[src/design/slc_consts.svh]
`ifndef SLC_CONSTS_SVH
`define SLC_CONSTS_SVH
`define SLC_IDX_RSVD_A 8'h10
`define SLC_IDX_RSVD_B 8'h11
`define SLC_IDX_DEBUG 8'h1F
`define SLC_IDX_EXT_STAT 8'h20
`define SLC_IDX_CORE_STAT 8'h40
`define SLC_IDX_EXT_SETUP 8'h80
`define SLC_IDX_FWD 8'hA0
`define SLC_IDX_ROUTE_ID 8'hC0
`define SLC_IDX_ROUTE_DIR 8'hC1
`define SLC_N_EXT_STAT 9
`define SLC_N_EXT_SETUP 9
`define SLC_N_LINK 8
`define SLC_B_ENABLE 31
`define SLC_B_FIVE_WIRE 30
`define SLC_B_ERROR 27
`define SLC_B_CRED_ISSUED 26
`define SLC_B_CRED_HELD 25
`define SLC_B_CRED_REQ 24
`define SLC_B_RX_RESET 23
`define SLC_B_FWD_EN 31
`define SLC_B_FWD_CORE 8
`define SLC_DIR_MASK 32'h00000F00
`define SLC_NET_MASK 32'h00000030
`define SLC_SPACING_MASK 32'hC03FFFFF
`define SLC_FWD_MASK 32'h8000011F
`define SLC_RSVD_MASK 32'h00000003
`define SLC_DEBUG_MASK 32'h00000013
`endif

[src/design/slc_pkg.sv]
package slc_pkg;
    typedef enum logic [1:0] {
        SLC_TGT_SWITCH,
        SLC_TGT_CORE,
        SLC_TGT_CONTROL,
        SLC_TGT_UNDEF
    } slc_target_t;
    typedef enum {
        SLC_TX_IDLE,
        SLC_TX_SYMBOL,
        SLC_TX_SYM_GAP,
        SLC_TX_TOK_GAP
    } slc_tx_state_t;
endpackage

[src/design/slc_regs.sv]
`timescale 1ns/1ns
`default_nettype none
`include "slc_consts.svh"
// Behaviour
// RULE_01: Debug origin bits name halting core.
// RULE_02: Status shows two-bit source target type.
// RULE_03: Status shows destination link while busy.
// RULE_04: External status holds writable routing direction.
// RULE_05: Each link holds writable network number.
// RULE_06: Junk bit shows discarded current packet.
// RULE_07: Bits show destination and source occupancy.
// RULE_08: Eight core links lack direction field.
// RULE_09: One setup register per external link.
// RULE_10: Top setup bit enables link, steers pins.
// RULE_11: Wire-mode bit selects two or five wires.
// RULE_12: Error bit shows overflow or bad token.
// RULE_13: Credit issued and held bits, reset zero.
// RULE_14: Credit write clears credit, sends request.
// RULE_15: Receiver reset restarts token symbol framing.
// RULE_16: Symbol gap at least value plus one.
// RULE_17: Token gap at least value plus one.
// RULE_18: Static forwarding bypasses routing entirely.
// RULE_19: Forward target core and channel end fields.
// RULE_20: Static registers map links C,D,A,B,G,H,E,F.
// RULE_21: Route by highest mismatching identifier bit.
// RULE_22: Reserved and read-only writes ignored, read zero; code keeps reserved bits 1:0 at 0x10/0x11.
module slc_regs
    import slc_pkg::*;
#(
    parameter int N_EXT = 9,
    parameter int N_CORE = 8
) (
    // Clock and reset
    input wire logic clk_sys,
    input wire logic rst_n,
    // AXI4-Lite slave
    input wire logic [11:0] s_axi_awaddr,
    input wire logic s_axi_awvalid,
    output logic s_axi_awready,
    input wire logic [31:0] s_axi_wdata,
    input wire logic [3:0] s_axi_wstrb,
    input wire logic s_axi_wvalid,
    output logic s_axi_wready,
    output logic [1:0] s_axi_bresp,
    output logic s_axi_bvalid,
    input wire logic s_axi_bready,
    input wire logic [11:0] s_axi_araddr,
    input wire logic s_axi_arvalid,
    output logic s_axi_arready,
    output logic [31:0] s_axi_rdata,
    output logic [1:0] s_axi_rresp,
    output logic s_axi_rvalid,
    input wire logic s_axi_rready,
    // Debug event source
    input wire logic global_halt_event,
    input wire logic halt_by_core_zero,
    input wire logic halt_by_core_one,
    // Per-link switch status, external then core-side
    input wire logic [2*N_EXT-1:0] ext_target_type,
    input wire logic [8*N_EXT-1:0] ext_dest_link,
    input wire logic [N_EXT-1:0] ext_junk,
    input wire logic [N_EXT-1:0] ext_dest_busy,
    input wire logic [N_EXT-1:0] ext_src_busy,
    input wire logic [2*N_CORE-1:0] core_target_type,
    input wire logic [8*N_CORE-1:0] core_dest_link,
    input wire logic [N_CORE-1:0] core_junk,
    input wire logic [N_CORE-1:0] core_dest_busy,
    input wire logic [N_CORE-1:0] core_src_busy,
    // External link receive and credit events
    input wire logic [N_EXT-1:0] rx_error,
    input wire logic [N_EXT-1:0] credit_issued_set,
    input wire logic [N_EXT-1:0] credit_grant,
    // External link control, then core-side network numbers
    output logic [N_EXT-1:0] link_enable,
    output logic [N_EXT-1:0] link_five_wire,
    output logic [N_EXT-1:0] credit_request_token,
    output logic [N_EXT-1:0] rx_restart,
    output logic [4*N_EXT-1:0] link_direction,
    output logic [2*N_EXT-1:0] ext_network,
    output logic [2*N_CORE-1:0] core_network,
    // Transmit pacing per external link
    input wire logic [N_EXT-1:0] tx_symbol_req,
    input wire logic [N_EXT-1:0] tx_token_last,
    output logic [N_EXT-1:0] tx_symbol_go,
    // Static forwarding, index 0..7 in register order
    output logic [`SLC_N_LINK-1:0] fwd_enable,
    output logic [`SLC_N_LINK-1:0] fwd_core,
    output logic [5*`SLC_N_LINK-1:0] fwd_chanend,
    // Routing lookup
    input wire logic [15:0] route_dest_id,
    output logic [3:0] route_dir
);
    logic [31:0] debug_reg;
    logic [31:0] rsvd_a_reg, rsvd_b_reg;
    logic [31:0] ext_stat_reg [N_EXT];
    logic [31:0] core_stat_reg [N_CORE];
    logic [31:0] setup_reg [N_EXT];
    logic [31:0] fwd_reg [`SLC_N_LINK];
    logic [15:0] node_id_reg;
    logic [63:0] route_tab_reg;
    logic [N_EXT-1:0] err_reg, cred_iss_reg, cred_held_reg;
    logic aw_held_reg, w_held_reg;
    logic [11:0] awaddr_reg;
    logic [31:0] wdata_reg;
    logic [3:0] wstrb_reg;
    logic bvalid_reg, rvalid_reg;
    logic [1:0] bresp_reg, rresp_reg;
    logic [31:0] rdata_reg;
    logic wr_do;
    logic [7:0] wr_idx, rd_idx;
    logic [31:0] wmask;
    logic [31:0] rd_next;
    logic rd_hit, wr_hit;

    function automatic logic idx_mapped(input logic [7:0] idx);
        return idx == `SLC_IDX_RSVD_A || idx == `SLC_IDX_RSVD_B || idx == `SLC_IDX_DEBUG ||
               idx == `SLC_IDX_ROUTE_ID || idx == `SLC_IDX_ROUTE_DIR ||
               (idx >= `SLC_IDX_EXT_STAT && idx < `SLC_IDX_EXT_STAT + 8'(N_EXT)) ||
               (idx >= `SLC_IDX_CORE_STAT && idx < `SLC_IDX_CORE_STAT + 8'(N_CORE)) ||
               (idx >= `SLC_IDX_EXT_SETUP && idx < `SLC_IDX_EXT_SETUP + 8'(N_EXT)) ||
               (idx >= `SLC_IDX_FWD && idx < `SLC_IDX_FWD + 8'(`SLC_N_LINK));
    endfunction

    function automatic logic [31:0] wmerge(input logic [31:0] old, input logic [31:0] m);
        return (old & ~(wmask & m)) | (wdata_reg & wmask & m);
    endfunction

    assign s_axi_awready = !aw_held_reg && !bvalid_reg;
    assign s_axi_wready = !w_held_reg && !bvalid_reg;
    assign s_axi_bvalid = bvalid_reg;
    assign s_axi_bresp = bresp_reg;
    assign s_axi_arready = !rvalid_reg;
    assign s_axi_rvalid = rvalid_reg;
    assign s_axi_rdata = rdata_reg;
    assign s_axi_rresp = rresp_reg;
    assign wr_do = aw_held_reg && w_held_reg && !bvalid_reg;
    assign wr_idx = awaddr_reg[9:2];
    assign rd_idx = s_axi_araddr[9:2];
    assign wmask = {{8{wstrb_reg[3]}}, {8{wstrb_reg[2]}}, {8{wstrb_reg[1]}}, {8{wstrb_reg[0]}}};

    // Address and data are latched independently so either may arrive first.
    always_ff @(posedge clk_sys or negedge rst_n) begin
        if (!rst_n) begin
            aw_held_reg <= 1'b0;
            w_held_reg <= 1'b0;
            awaddr_reg <= 12'h000;
            wdata_reg <= 32'h00000000;
            wstrb_reg <= 4'h0;
        end else begin
            if (s_axi_awvalid && s_axi_awready) begin
                aw_held_reg <= 1'b1;
                awaddr_reg <= s_axi_awaddr;
            end else if (wr_do) begin
                aw_held_reg <= 1'b0;
            end
            if (s_axi_wvalid && s_axi_wready) begin
                w_held_reg <= 1'b1;
                wdata_reg <= s_axi_wdata;
                wstrb_reg <= s_axi_wstrb;
            end else if (wr_do) begin
                w_held_reg <= 1'b0;
            end
        end
    end

    assign wr_hit = idx_mapped(wr_idx) && awaddr_reg[11:10] == 2'b00;
    assign rd_hit = idx_mapped(rd_idx) && s_axi_araddr[11:10] == 2'b00;

    always_ff @(posedge clk_sys or negedge rst_n) begin
        if (!rst_n) begin
            bvalid_reg <= 1'b0;
            bresp_reg <= 2'b00;
        end else if (wr_do) begin
            bvalid_reg <= 1'b1;
            bresp_reg <= wr_hit ? 2'b00 : 2'b10;
        end else if (s_axi_bready) begin
            bvalid_reg <= 1'b0;
        end
    end

    always_ff @(posedge clk_sys or negedge rst_n) begin
        if (!rst_n) begin
            rsvd_a_reg <= 32'h00000000;
            rsvd_b_reg <= 32'h00000000;
            node_id_reg <= 16'h0000;
            route_tab_reg <= 64'h0000000000000000;
        end else if (wr_do) begin
            if (wr_idx == `SLC_IDX_RSVD_A) begin
                rsvd_a_reg <= wmerge(rsvd_a_reg, `SLC_RSVD_MASK); // RULE_22
            end
            if (wr_idx == `SLC_IDX_RSVD_B) begin
                rsvd_b_reg <= wmerge(rsvd_b_reg, `SLC_RSVD_MASK); // RULE_22
            end
            if (wr_idx == `SLC_IDX_ROUTE_ID) begin
                node_id_reg <= wdata_reg[15:0];
            end
            if (wr_idx == `SLC_IDX_ROUTE_DIR) begin
                route_tab_reg <= {route_tab_reg[31:0], wdata_reg};
            end
        end
    end

    // A hardware event in the same cycle as a software write wins.
    always_ff @(posedge clk_sys or negedge rst_n) begin
        if (!rst_n) begin
            debug_reg <= 32'h00000000;
        end else if (global_halt_event) begin
            debug_reg <= {debug_reg[31:2], halt_by_core_one, halt_by_core_zero}; // RULE_01
        end else if (wr_do && wr_idx == `SLC_IDX_DEBUG) begin
            debug_reg <= wmerge(debug_reg, `SLC_DEBUG_MASK); // RULE_22
        end
    end

    genvar g;
    generate
        for (g = 0; g < N_EXT; g++) begin : g_ext
            logic [31:0] sw_reg;
            logic [10:0] gap_cnt_reg;
            slc_tx_state_t tx_state;
            logic wr_stat, wr_setup;
            assign wr_stat = wr_do && wr_idx == `SLC_IDX_EXT_STAT + 8'(g);
            assign wr_setup = wr_do && wr_idx == `SLC_IDX_EXT_SETUP + 8'(g);
            always_ff @(posedge clk_sys or negedge rst_n) begin
                if (!rst_n) begin
                    sw_reg <= 32'h00000000;
                end else if (wr_stat) begin
                    sw_reg <= wmerge(sw_reg, `SLC_DIR_MASK | `SLC_NET_MASK); // RULE_04
                end
            end
            always_comb begin
                ext_stat_reg[g] = {6'h00, ext_target_type[2*g +: 2], ext_dest_link[8*g +: 8], // RULE_02
                                   4'h0, sw_reg[11:8], 2'b00, sw_reg[5:4], 1'b0, // RULE_05
                                   ext_junk[g], ext_dest_busy[g], ext_src_busy[g]}; // RULE_07
                if (!ext_src_busy[g] && !ext_dest_busy[g]) begin
                    ext_stat_reg[g][23:16] = 8'h00; // RULE_03
                end
            end
            assign link_direction[4*g +: 4] = sw_reg[11:8];
            assign ext_network[2*g +: 2] = sw_reg[5:4];
            always_ff @(posedge clk_sys or negedge rst_n) begin
                if (!rst_n) begin
                    setup_reg[g] <= 32'h00000000;
                end else if (wr_setup) begin
                    setup_reg[g] <= wmerge(setup_reg[g], `SLC_SPACING_MASK); // RULE_09
                end
            end
            assign link_enable[g] = setup_reg[g][`SLC_B_ENABLE]; // RULE_10
            assign link_five_wire[g] = setup_reg[g][`SLC_B_FIVE_WIRE]; // RULE_11
            always_ff @(posedge clk_sys or negedge rst_n) begin
                if (!rst_n) begin
                    credit_request_token[g] <= 1'b0;
                    rx_restart[g] <= 1'b0;
                end else begin
                    credit_request_token[g] <= wr_setup && wmask[`SLC_B_CRED_REQ] &&
                                               wdata_reg[`SLC_B_CRED_REQ]; // RULE_14
                    rx_restart[g] <= wr_setup && wmask[`SLC_B_RX_RESET]; // RULE_15
                end
            end
            // Events beat clears; the error and credit-issued stickies are cleared by receiver reset.
            always_ff @(posedge clk_sys or negedge rst_n) begin
                if (!rst_n) begin
                    err_reg[g] <= 1'b0;
                    cred_iss_reg[g] <= 1'b0;
                    cred_held_reg[g] <= 1'b0;
                end else begin
                    if (rx_error[g]) begin
                        err_reg[g] <= 1'b1; // RULE_12
                    end else if (rx_restart[g]) begin
                        err_reg[g] <= 1'b0;
                    end
                    if (credit_issued_set[g]) begin
                        cred_iss_reg[g] <= 1'b1; // RULE_13
                    end else if (rx_restart[g]) begin
                        cred_iss_reg[g] <= 1'b0;
                    end
                    if (credit_grant[g]) begin
                        cred_held_reg[g] <= 1'b1; // RULE_13
                    end else if (credit_request_token[g]) begin
                        cred_held_reg[g] <= 1'b0; // RULE_14
                    end
                end
            end
            assign tx_symbol_go[g] = (tx_state == SLC_TX_IDLE) && tx_symbol_req[g];
            always_ff @(posedge clk_sys or negedge rst_n) begin
                if (!rst_n) begin
                    tx_state <= SLC_TX_IDLE;
                    gap_cnt_reg <= 11'h000;
                end else begin
                    case (tx_state)
                        SLC_TX_IDLE: begin
                            if (tx_symbol_go[g]) begin
                                tx_state <= tx_token_last[g] ? SLC_TX_TOK_GAP : SLC_TX_SYM_GAP;
                                gap_cnt_reg <= tx_token_last[g] ? setup_reg[g][10:0] : // RULE_17
                                                                  setup_reg[g][21:11]; // RULE_16
                            end
                        end
                        SLC_TX_SYM_GAP, SLC_TX_TOK_GAP: begin
                            if (gap_cnt_reg == 11'h000) begin
                                tx_state <= SLC_TX_IDLE;
                            end else begin
                                gap_cnt_reg <= gap_cnt_reg - 11'h001;
                            end
                        end
                        default: begin
                            tx_state <= SLC_TX_IDLE;
                        end
                    endcase
                end
            end
        end
        for (g = 0; g < N_CORE; g++) begin : g_core
            logic [1:0] net_reg;
            always_ff @(posedge clk_sys or negedge rst_n) begin
                if (!rst_n) begin
                    net_reg <= 2'b00;
                end else if (wr_do && wmask[4] && wr_idx == `SLC_IDX_CORE_STAT + 8'(g)) begin
                    net_reg <= wdata_reg[5:4]; // RULE_05
                end
            end
            always_comb begin
                core_stat_reg[g] = {6'h00, core_target_type[2*g +: 2], core_dest_link[8*g +: 8],
                                    10'h000, net_reg, 1'b0, core_junk[g], // RULE_08
                                    core_dest_busy[g], core_src_busy[g]}; // RULE_07
                if (!core_src_busy[g] && !core_dest_busy[g]) begin
                    core_stat_reg[g][23:16] = 8'h00; // RULE_03
                end
            end
            assign core_network[2*g +: 2] = net_reg;
        end
        for (g = 0; g < `SLC_N_LINK; g++) begin : g_fwd
            // Index order is C, D, A, B, G, H, E, F; link naming lives outside.
            always_ff @(posedge clk_sys or negedge rst_n) begin
                if (!rst_n) begin
                    fwd_reg[g] <= 32'h00000000;
                end else if (wr_do && wr_idx == `SLC_IDX_FWD + 8'(g)) begin
                    fwd_reg[g] <= wmerge(fwd_reg[g], `SLC_FWD_MASK); // RULE_20
                end
            end
            assign fwd_enable[g] = fwd_reg[g][`SLC_B_FWD_EN]; // RULE_18
            assign fwd_core[g] = fwd_reg[g][`SLC_B_FWD_CORE]; // RULE_19
            assign fwd_chanend[5*g +: 5] = fwd_reg[g][4:0]; // RULE_19
        end
    endgenerate

    always_comb begin
        logic [15:0] diff;
        diff = route_dest_id ^ node_id_reg;
        route_dir = 4'h0;
        for (int i = 0; i < 16; i++) begin
            if (diff[i]) begin
                route_dir = route_tab_reg[4*i +: 4]; // RULE_21
            end
        end
    end

    always_comb begin
        case (rd_idx)
            `SLC_IDX_RSVD_A: rd_next = rsvd_a_reg;
            `SLC_IDX_RSVD_B: rd_next = rsvd_b_reg;
            `SLC_IDX_DEBUG: rd_next = debug_reg;
            `SLC_IDX_ROUTE_ID: rd_next = {16'h0000, node_id_reg};
            `SLC_IDX_ROUTE_DIR: rd_next = route_tab_reg[31:0];
            default: rd_next = 32'h00000000;
        endcase
        for (int i = 0; i < N_EXT; i++) begin
            if (rd_idx == `SLC_IDX_EXT_STAT + 8'(i)) begin
                rd_next = ext_stat_reg[i];
            end
            if (rd_idx == `SLC_IDX_EXT_SETUP + 8'(i)) begin
                rd_next = setup_reg[i];
                rd_next[`SLC_B_ERROR] = err_reg[i];
                rd_next[`SLC_B_CRED_ISSUED] = cred_iss_reg[i];
                rd_next[`SLC_B_CRED_HELD] = cred_held_reg[i];
            end
        end
        for (int i = 0; i < N_CORE; i++) begin
            if (rd_idx == `SLC_IDX_CORE_STAT + 8'(i)) begin
                rd_next = core_stat_reg[i];
            end
        end
        for (int i = 0; i < `SLC_N_LINK; i++) begin
            if (rd_idx == `SLC_IDX_FWD + 8'(i)) begin
                rd_next = fwd_reg[i];
            end
        end
        if (s_axi_araddr[11:10] != 2'b00) begin
            rd_next = 32'h00000000;
        end
    end

    always_ff @(posedge clk_sys or negedge rst_n) begin
        if (!rst_n) begin
            rvalid_reg <= 1'b0;
            rdata_reg <= 32'h00000000;
            rresp_reg <= 2'b00;
        end else if (s_axi_arvalid && s_axi_arready) begin
            rvalid_reg <= 1'b1;
            rdata_reg <= rd_next;
            rresp_reg <= rd_hit ? 2'b00 : 2'b10;
        end else if (s_axi_rready) begin
            rvalid_reg <= 1'b0;
        end
    end
endmodule // slc_regs
`default_nettype wire

[config.mk]
export PLATFORM = sky130hd
export DESIGN_NAME = slc_regs
export DESIGN_NICKNAME = d
export VERILOG_FILES = /design/src/design/slc_pkg.sv /design/src/design/slc_regs.sv
export VERILOG_INCLUDE_DIRS = /design/src /design/src/design
export SDC_FILE = /design/constraint.sdc
export NUM_CORES = 2
export LEC_CHECK = 0
export ABC_AREA = 0
export BUFFER_PORTS_ARGS = -buffer_cell sky130_fd_sc_hd__buf_2
export CAP_MARGIN = 20
export CORE_MARGIN = 4
export CORE_UTILIZATION = 59
export DETAILED_ROUTE_END_ITERATION = 10
export GPL_ROUTABILITY_DRIVEN = 0
export GPL_TIMING_DRIVEN = 1
export PLACE_DENSITY_LB_ADDON = 0.1
export SYNTH_ARGS = -nofsm -noshare
export SYNTH_HDL_FRONTEND = slang
export SYNTH_SLANG_ARGS = --single-unit
[constraint.sdc]
create_clock -name clk_sys -period 5.65 [get_ports clk_sys]
set_input_delay 0 -clock clk_sys [delete_from_list [all_inputs] [get_ports clk_sys]]
set_output_delay 0 -clock clk_sys [all_outputs]
set_load 0.02 [all_outputs]
# [After elaboration in Yosys (flattened, before gate mapping)]
# Cells that the tools add are included.
[classes] multipliers=0 n_reduce_logical=263 bitwise=66 eq_ne=123 div_mod_pow=0 n_shift=0 mux=197 n_addsub=9 n_lt_le_gt_ge=16
[op_table] op="32-bit two-way mux" n=53
[op_table] op="32-bit bitwise AND" n=30
[op_table] op="32-bit by 2-bit equality test with 1-bit output, second input constant" n=18
[op_table] op="32-bit zero test" n=18
[op_table] op="32-bit one-hot mux with 2 select lines" n=9
[op_table] op="32-bit bitwise OR" n=17
[op_table] op="8-bit equality test, second input constant" n=38
[op_table] op="11-bit two-way mux" n=27
[op_table] op="32-bit by 12-bit bitwise OR with 32-bit output" n=9
[op_table] op="11-bit one-hot mux with 2 select lines" n=9
[op_table] op="32-bit one-hot mux with 5 select lines" n=1
[op_table] op="8-bit by 6-bit equality test with 1-bit output, second input constant" n=18
[op_table] op="8-bit two-way mux" n=17
[op_table] op="8-bit by 7-bit equality test with 1-bit output, second input constant" n=16
[op_table] op="1-bit logical AND" n=106
[op_table] op="11-bit zero test" n=9
[op_table] op="11-bit by 1-bit subtractor with 11-bit output, second input constant" n=9
[op_table] op="2-bit nonzero test" n=42
[op_table] op="4-bit two-way mux" n=16
[op_table] op="32-bit NOT" n=2
[op_table] op="32-bit by 2-bit bitwise OR with 32-bit output" n=2
[op_table] op="1-bit two-way mux" n=61
[op_table] op="2-bit inequality test, second input constant" n=27
[op_table] op="8-bit by 5-bit equality test with 1-bit output, second input constant" n=6
[op_table] op="other kinds (19)" n=114
[totals] ff_bits=1544 input_bits=352 wordCells=787 mem_count=0 latchBits=0 out_inout_bits=216 romBits=0 mem_bits_rw=0

# [Longest topological paths before layout]
[depth] depth_word=38 ltp_mapped=11 mapped_depth_nobuf=10

# [Worst setup path after synthesis]
# Ideal clock, no wire load.
[synth_path] path_type="reg-to-reg" from="register g_ext[4].gap_cnt_reg[0]" to="register g_ext[4].gap_cnt_reg[7]" stages_incl_launch_ff=11 setup_time_ps=158 path_buffers=1 t_required_ps=5492 arrival_ps=2313 slack_ps=3178 synth_period_minus_slack_ps=2472 cell_sequence="dfrtp_1 -> inv_1 -> ha_1 -> or3b_1 -> or4_1 -> nor4_2 -> a21boi_1 -> or2_1 -> buf_2 -> nor2_1 -> a221oi_1"
[synth_via] elab_chain_cells=3 elab_cells_between_ends=6 cone_classes="1 x add/sub; 1 x eq/ne; 2 x mux; 2 x reduce/logical"
[synth_rtl] element="from (decl)" line="slc_regs.sv:218" text="logic [10:0] gap_cnt_reg;"
[synth_rtl] element="from (signal assigned)" line="slc_regs.sv:293" text="gap_cnt_reg <= tx_token_last[g] ? setup_reg[g][10:0] :"
[synth_rtl] element="from (signal assigned)" line="slc_regs.sv:301" text="gap_cnt_reg <= gap_cnt_reg - 11'h001;"
[synth_rtl] element="11-bit by 1-bit subtractor with 11-bit output / 11-bit zero test (equally long branches)" line="slc_regs.sv:301, slc_regs.sv:298"
[synth_rtl] element="11-bit two-way mux / 2-bit inequality test (equally long branches)"
[synth_rtl] element="11-bit one-hot mux with 2 select lines / 3-bit AND reduction (equally long branches)"
# Parallel ways exist; a longest one is shown, timed or not. The select of a mux whose other input is x is not followed.
# A chain may end at the register's enable or synchronous reset.

# [Final worst setup path]
[layout_path] from="input port s_axi_araddr[4]" to="register rdata_reg[25], in the netlist s_axi_rdata[25]"
[layout_via] elab_chain_cells=37 elab_cells_between_ends=75 cone_classes="39 x eq/ne; 36 x mux"
[layout_rtl] element="from (decl)" line="slc_regs.sv:47" text="input wire logic [11:0] s_axi_araddr,"
[layout_rtl] element="8-bit equality test / 8-bit by 5-bit equality test with 1-bit output (equally long branches)" line="slc_regs.sv:357" text="case (rd_idx)"
[layout_rtl] element="32-bit one-hot mux with 5 select lines" line="slc_regs.sv:357"
[layout_rtl] element="32-bit two-way mux" line="slc_regs.sv:366" text="if (rd_idx == `SLC_IDX_EXT_STAT + 8'(i)) begin"
[layout_rtl] element="32-bit two-way mux" line="slc_regs.sv:369" text="if (rd_idx == `SLC_IDX_EXT_SETUP + 8'(i)) begin"
[layout_rtl] element="32-bit two-way mux" line="slc_regs.sv:366"
[layout_rtl] element="32-bit two-way mux" line="slc_regs.sv:369"
[layout_rtl] element="32-bit two-way mux" line="slc_regs.sv:366"
[layout_rtl] element="32-bit two-way mux" line="slc_regs.sv:369"
[layout_rtl] element="(+8 left out)"
[layout_rtl] element="32-bit two-way mux" line="slc_regs.sv:366"
[layout_rtl] element="32-bit two-way mux" line="slc_regs.sv:369"
[layout_rtl] element="32-bit two-way mux" line="slc_regs.sv:366"
[layout_rtl] element="32-bit two-way mux" line="slc_regs.sv:369"
[layout_rtl] element="32-bit two-way mux (8 in series)" line="slc_regs.sv:377" text="if (rd_idx == `SLC_IDX_CORE_STAT + 8'(i)) begin"
[layout_rtl] element="32-bit two-way mux (7 in series)" line="slc_regs.sv:382" text="if (rd_idx == `SLC_IDX_FWD + 8'(i)) begin"
[layout_rtl] element="32-bit two-way mux *" line="slc_regs.sv:382"
[layout_rtl] element="32-bit two-way mux *" line="slc_regs.sv:386" text="if (s_axi_araddr[11:10] != 2'b00) begin"
[layout_rtl] element="to (signal assigned)" line="slc_regs.sv:398" text="rdata_reg <= rd_next;"
[layout_rtl] element="to (decl)" line="slc_regs.sv:108" text="logic [31:0] rdata_reg;"
# Mark *: on every way between the ends. The rest lies on a longest branch, timed or not.

==> run summary <==
The run finished with clean final reports. The run gives 3279 as the gate count after technology mapping. The analysis attributes to cell leakage a power of 20.19 nW. The final net count is 4242, and the adder and majority cell fraction of the synthesized area is 0.3821%.

The run gives 0 as the max-cap violation count. Number of iterations in the first detailed-routing pass: 10. The most critical setup path has its endpoint at s_axi_rdata[25]. The hold path startpoint was tx_symbol_req[5]. STA classifies the critical path endpoint as a flop. Final hold analysis gives a worst-case slack of 0.01662 ns.

The compound-cell area share of the yosys netlist is 17.18%. For the pin with the worst max-slew slack, the measured transition is 1.300 ns. The run gives 3 as the total number of H-tree levels. The signal on the critical path passes through buf_2, or4b_1, nor2_2, a221oi_1, dlygate4sd3_1, o21ai_0, dlygate4sd3_1, a211oi_1, dlygate4sd3_1, a21oi_1, dlygate4sd3_1. The relative slew slack is 13.35%.

In this run the register-to-register setup slack is 2.10 ns. The wire-length estimate of the detail-placed layout is 112.0 mm. Of the available clock period, the critical path in the final layout requires 78.22%. Setup repair after global routing left no endpoint under its margin.

Based on the critical path, the design can be clocked at up to 226.3 MHz. In this run, synthesis inferred 0 flip-flops with an integrated enable. In the final routed layout, each cell accounts on average for 32.10 µm. The tools report the portion of total power attributed to combinational logic as 24.1%. Tracing the worst setup path back leads to its startpoint at s_axi_araddr[4].

The remaining routing DRC violations is 0. The post-synthesis register bit count works out to 675. Setup violations remaining at the end of the flow were counted as 0.

The cell with the biggest individual delay on the critical path was nor2_2. Cell area after layout: 42580 µm². Synthesized-area fraction occupied by and/or/nand/nor cells: 12.01%. The number of global-route vias before repair was 32600; the number of standard cells in the final layout excluding fillers was 4711.

The multiplexer share of the synthesized area is 17.75%. The cell-internal power is 10.53 mW, and the power density normalized to cell area is 392.8 nW/µm². For this run, asynchronously set or reset flops after synthesis account for 100.0%. The run gives 47.76% as the proportion of synthesized chip area in sequential cells. The cell family contributing the most delay on the critical path is buffers and inverters. For this run the aggregate overflow at the end of global routing stands at 0. The post-route clock skew is 0.02885 ns, and the cell depth of the worst setup path is 11. The switching power as a share of total power was 37.03%; the total via count after detailed routing was 33990. The logs give 151.2 mm for the aggregate routed wire length and 0 for the final antenna-violating net count. Registers are responsible for 45.8% of the overall power. IR analysis of the VDD net gives a maximum drop of 476.7 µV. Max-slew violation count: 0.

The tools report the terminus of the critical flop-to-flop path as s_axi_rdata[19]. The run gives 4435 as the total placed cells including tap cells. The number of cells on the worst reg-to-reg path came out at 10.

In this run the deepest clock path goes through 3 buffers. For this run, the slowest stage of the critical path takes 0.82 ns. By area, the combinational part of the netlist is dominated by multiplexers. The min-delay analysis places its worst path in the category in -> reg. The count of buffers added on input and output ports is 561. Counting the buffers created by CTS gives 73. Kind of critical path: in -> reg.

The area added between synthesis and finish came out at 20.38%. The post-layout minimum cycle time is 4.419 ns. The tools report the kind of launch point of the worst setup path as a primary input.

The height of the die works out to 252.8 µm. After clock tree synthesis, the clock-pin slew on the worst setup and hold paths is 0.06 ns. The tools report the global router's overall resource usage as 45.68%. In the synthesized netlist the dominant register cell turns out to be dfrtp_1. After Yosys synthesis, XOR and XNOR cells account for 1.114% of the synthesized area. The largest net degree at the start of global routing was 148. Among the stages of the critical path, the cell type that occurs most often is dlygate4sd3_1. Share of total power in the clock network: 30.1%. Number of antenna violations at the first check in global routing: 9.

The startpoint identified for the worst register-to-register timing path is s_axi_rvalid. The average cell area after synthesis is 10.79 µm². Total negative slack: 0 ns. Dividing the detail-routed via count by the number of cells gives 7.216. The mapped netlist covers 35370 µm². Clock latency on the worst-skew pair, taken at its later pin, is 0.63 ns. For this design the total switching power over the nets is 6.193 mW. Together, buffers and inverters on the worst path number 5. The worst hold path was traced through 5 stages. The worst path arrival time is 4.97 ns, and the die outline area is 63920 µm². Fraction of final layout cells sized beyond drive strength 1: 32.98%. Core area: 59130 µm². The logs give 675 for the total number of clock tree sinks and 38630 µm² for the area after detailed placement.

Of all nets on the critical path, the largest fanout is 33. The first global-routing pass estimated 215.8 mm of wire. The die width works out to 252.8 µm.

For the detailed router's first-iteration violation count, the log shows 6047. Top-level port count: 568. The total number of placement rows came out at 89.

For the critical path required time, the log shows 6.20 ns. The final count of hold timing violations was 0; the starting density of the core was 59.81%. Yosys printed 0 warnings.

The number of gates resized after CTS came out at 0. The clock tree root driver cell is clkbuf_16. The tools report the number of distinct library cells after synthesis as 99.

TritonCTS built the clock tree.
[worst register-to-register path: cells and delay by family, from the launching register on]
family	cells	cell delay, ns
compound gates	4	0.69
flops	1	0.40
simple gates	1	0.20
buf+inv	5	2.19
[area by class of cell]
class | count | area (µm²)
Antenna cell | 8 | 20.02
Clock inverter | 25 | 327.8
Inverter | 69 | 259.0
Clock buffer | 100 | 2152
Sequential cell | 675 | 16890
Timing Repair Buffer | 757 | 4716
Tap cell | 773 | 967.2
Fill cell | 4208 | 16550
Multi-Input combinational cell | 2304 | 17240
[layer usage]
layer,part of all wire (%),track usage (%)
met1,35,59.74
met2,42,66.30
met3,15,15.42
met4,8.3,27.16
met5,0.11,2.105
[Yosys cell counts (8+ instances only)]
library cell | instances | share of area [%]
xnor2_1 | 22 | 0.54
nor3_1 | 58 | 0.82
xor2_1 | 23 | 0.57
a211o_1 | 10 | 0.25
a221oi_1 | 126 | 3.1
nor2b_1 | 30 | 0.53
clkbuf_1 | 132 | 1.4
nand3_1 | 78 | 1.1
a21oi_1 | 155 | 2.2
or3_1 | 8 | 0.14
buf_4 | 30 | 0.64
o211ai_1 | 8 | 0.17
nor3b_1 | 40 | 0.85
o221ai_1 | 27 | 0.67
a222oi_1 | 18 | 0.51
o22ai_1 | 35 | 0.62
o2bb2ai_1 | 8 | 0.20
o21ai_1 | 12 | 0.17
nand2b_1 | 13 | 0.23
a2111oi_0 | 8 | 0.20
a22o_1 | 26 | 0.64
buf_2 | 42 | 0.59
nor2_2 | 12 | 0.21
buf_1 | 22 | 0.23
and3_1 | 22 | 0.39
a32oi_1 | 10 | 0.25
a211oi_1 | 30 | 0.64
nor4_1 | 15 | 0.27
dfrtp_1 | 675 | 48
ha_1 | 10 | 0.35
nand4_1 | 37 | 0.65
mux2i_1 | 87 | 2.5
mux2_2 | 478 | 15
inv_1 | 65 | 0.69
a22oi_1 | 62 | 1.3
o31ai_1 | 13 | 0.28
or2_2 | 14 | 0.25
o31a_1 | 8 | 0.20
a21o_1 | 45 | 0.96
a31oi_1 | 27 | 0.48
a221o_1 | 16 | 0.45
nor2_1 | 221 | 2.3
nand2_1 | 217 | 2.3
o21ai_0 | 133 | 1.9
[timing repair]
item | in CTS | in global routing
setup buffers | 0 | 0
endpoints found under the hold margin | 254 | 0
hold buffers | 139 | 0
[logic make-up after synthesis]
logic type | count (synthesis)
buffers and inverters | 301
adders and majority gates | 11
AOI/OAI and AO/OA | 848
other | 1
xor gates and xnor gates | 45
and+or+nand+nor | 832
DFF | 675
muxes | 566
[how the worst min path moves through the flow]
stage,to,slack [ns]
after floorplan,async pin,-0.30
after global placement,g_ext[2].tx_state[1],0.17
after detailed placement,g_ext[2].tx_state[1],0.16
after CTS,g_ext[8].gap_cnt_reg[10],0.005
after global routing,g_ext[7].gap_cnt_reg[10],0.05
final,g_ext[5].gap_cnt_reg[10],0.02
[power by group through the flow]
stage	clock network [mW]	logic, mW	registers (mW)
6_report	5.03	4.03	7.66
2_1_floorplan	0	2.90	6.62
3_5_place_dp	0	3.78	7.59
5_1_grt	5.22	4.34	7.68
3_3_place_gp	0	3.55	7.52
4_1_cts	5.02	3.88	7.52
[cells in the final DEF, fill, tap and decap left out, types with 35 or more instances in the layout]
cell and count:
clkbuf_16 76, a21oi_1 155, nand4_1 37, o22ai_1 35
nor3_1 58, a221oi_1 126, dfrtp_1 675, a22oi_1 62
nor3b_1 35, a21o_1 45, buf_2 561, dlygate4sd3_1 139
mux2i_1 87, nand3_1 78, inv_1 65, o21ai_0 133
nor2_1 218, mux2_2 478, buf_4 48, nand2_1 217
[per-stage QoR]
step                power [mW]  worst slack [ns]  util, %
floorplan                9.514             3.178        -
global placement         11.07             1.936    65.26
detailed placement       11.37             1.883    65.33
CTS                      16.43             1.480    71.88
global route             17.24             1.226    71.97
finish                   16.73             1.231    72.00
No activity file was read; power rests on OpenSTA's default activity.
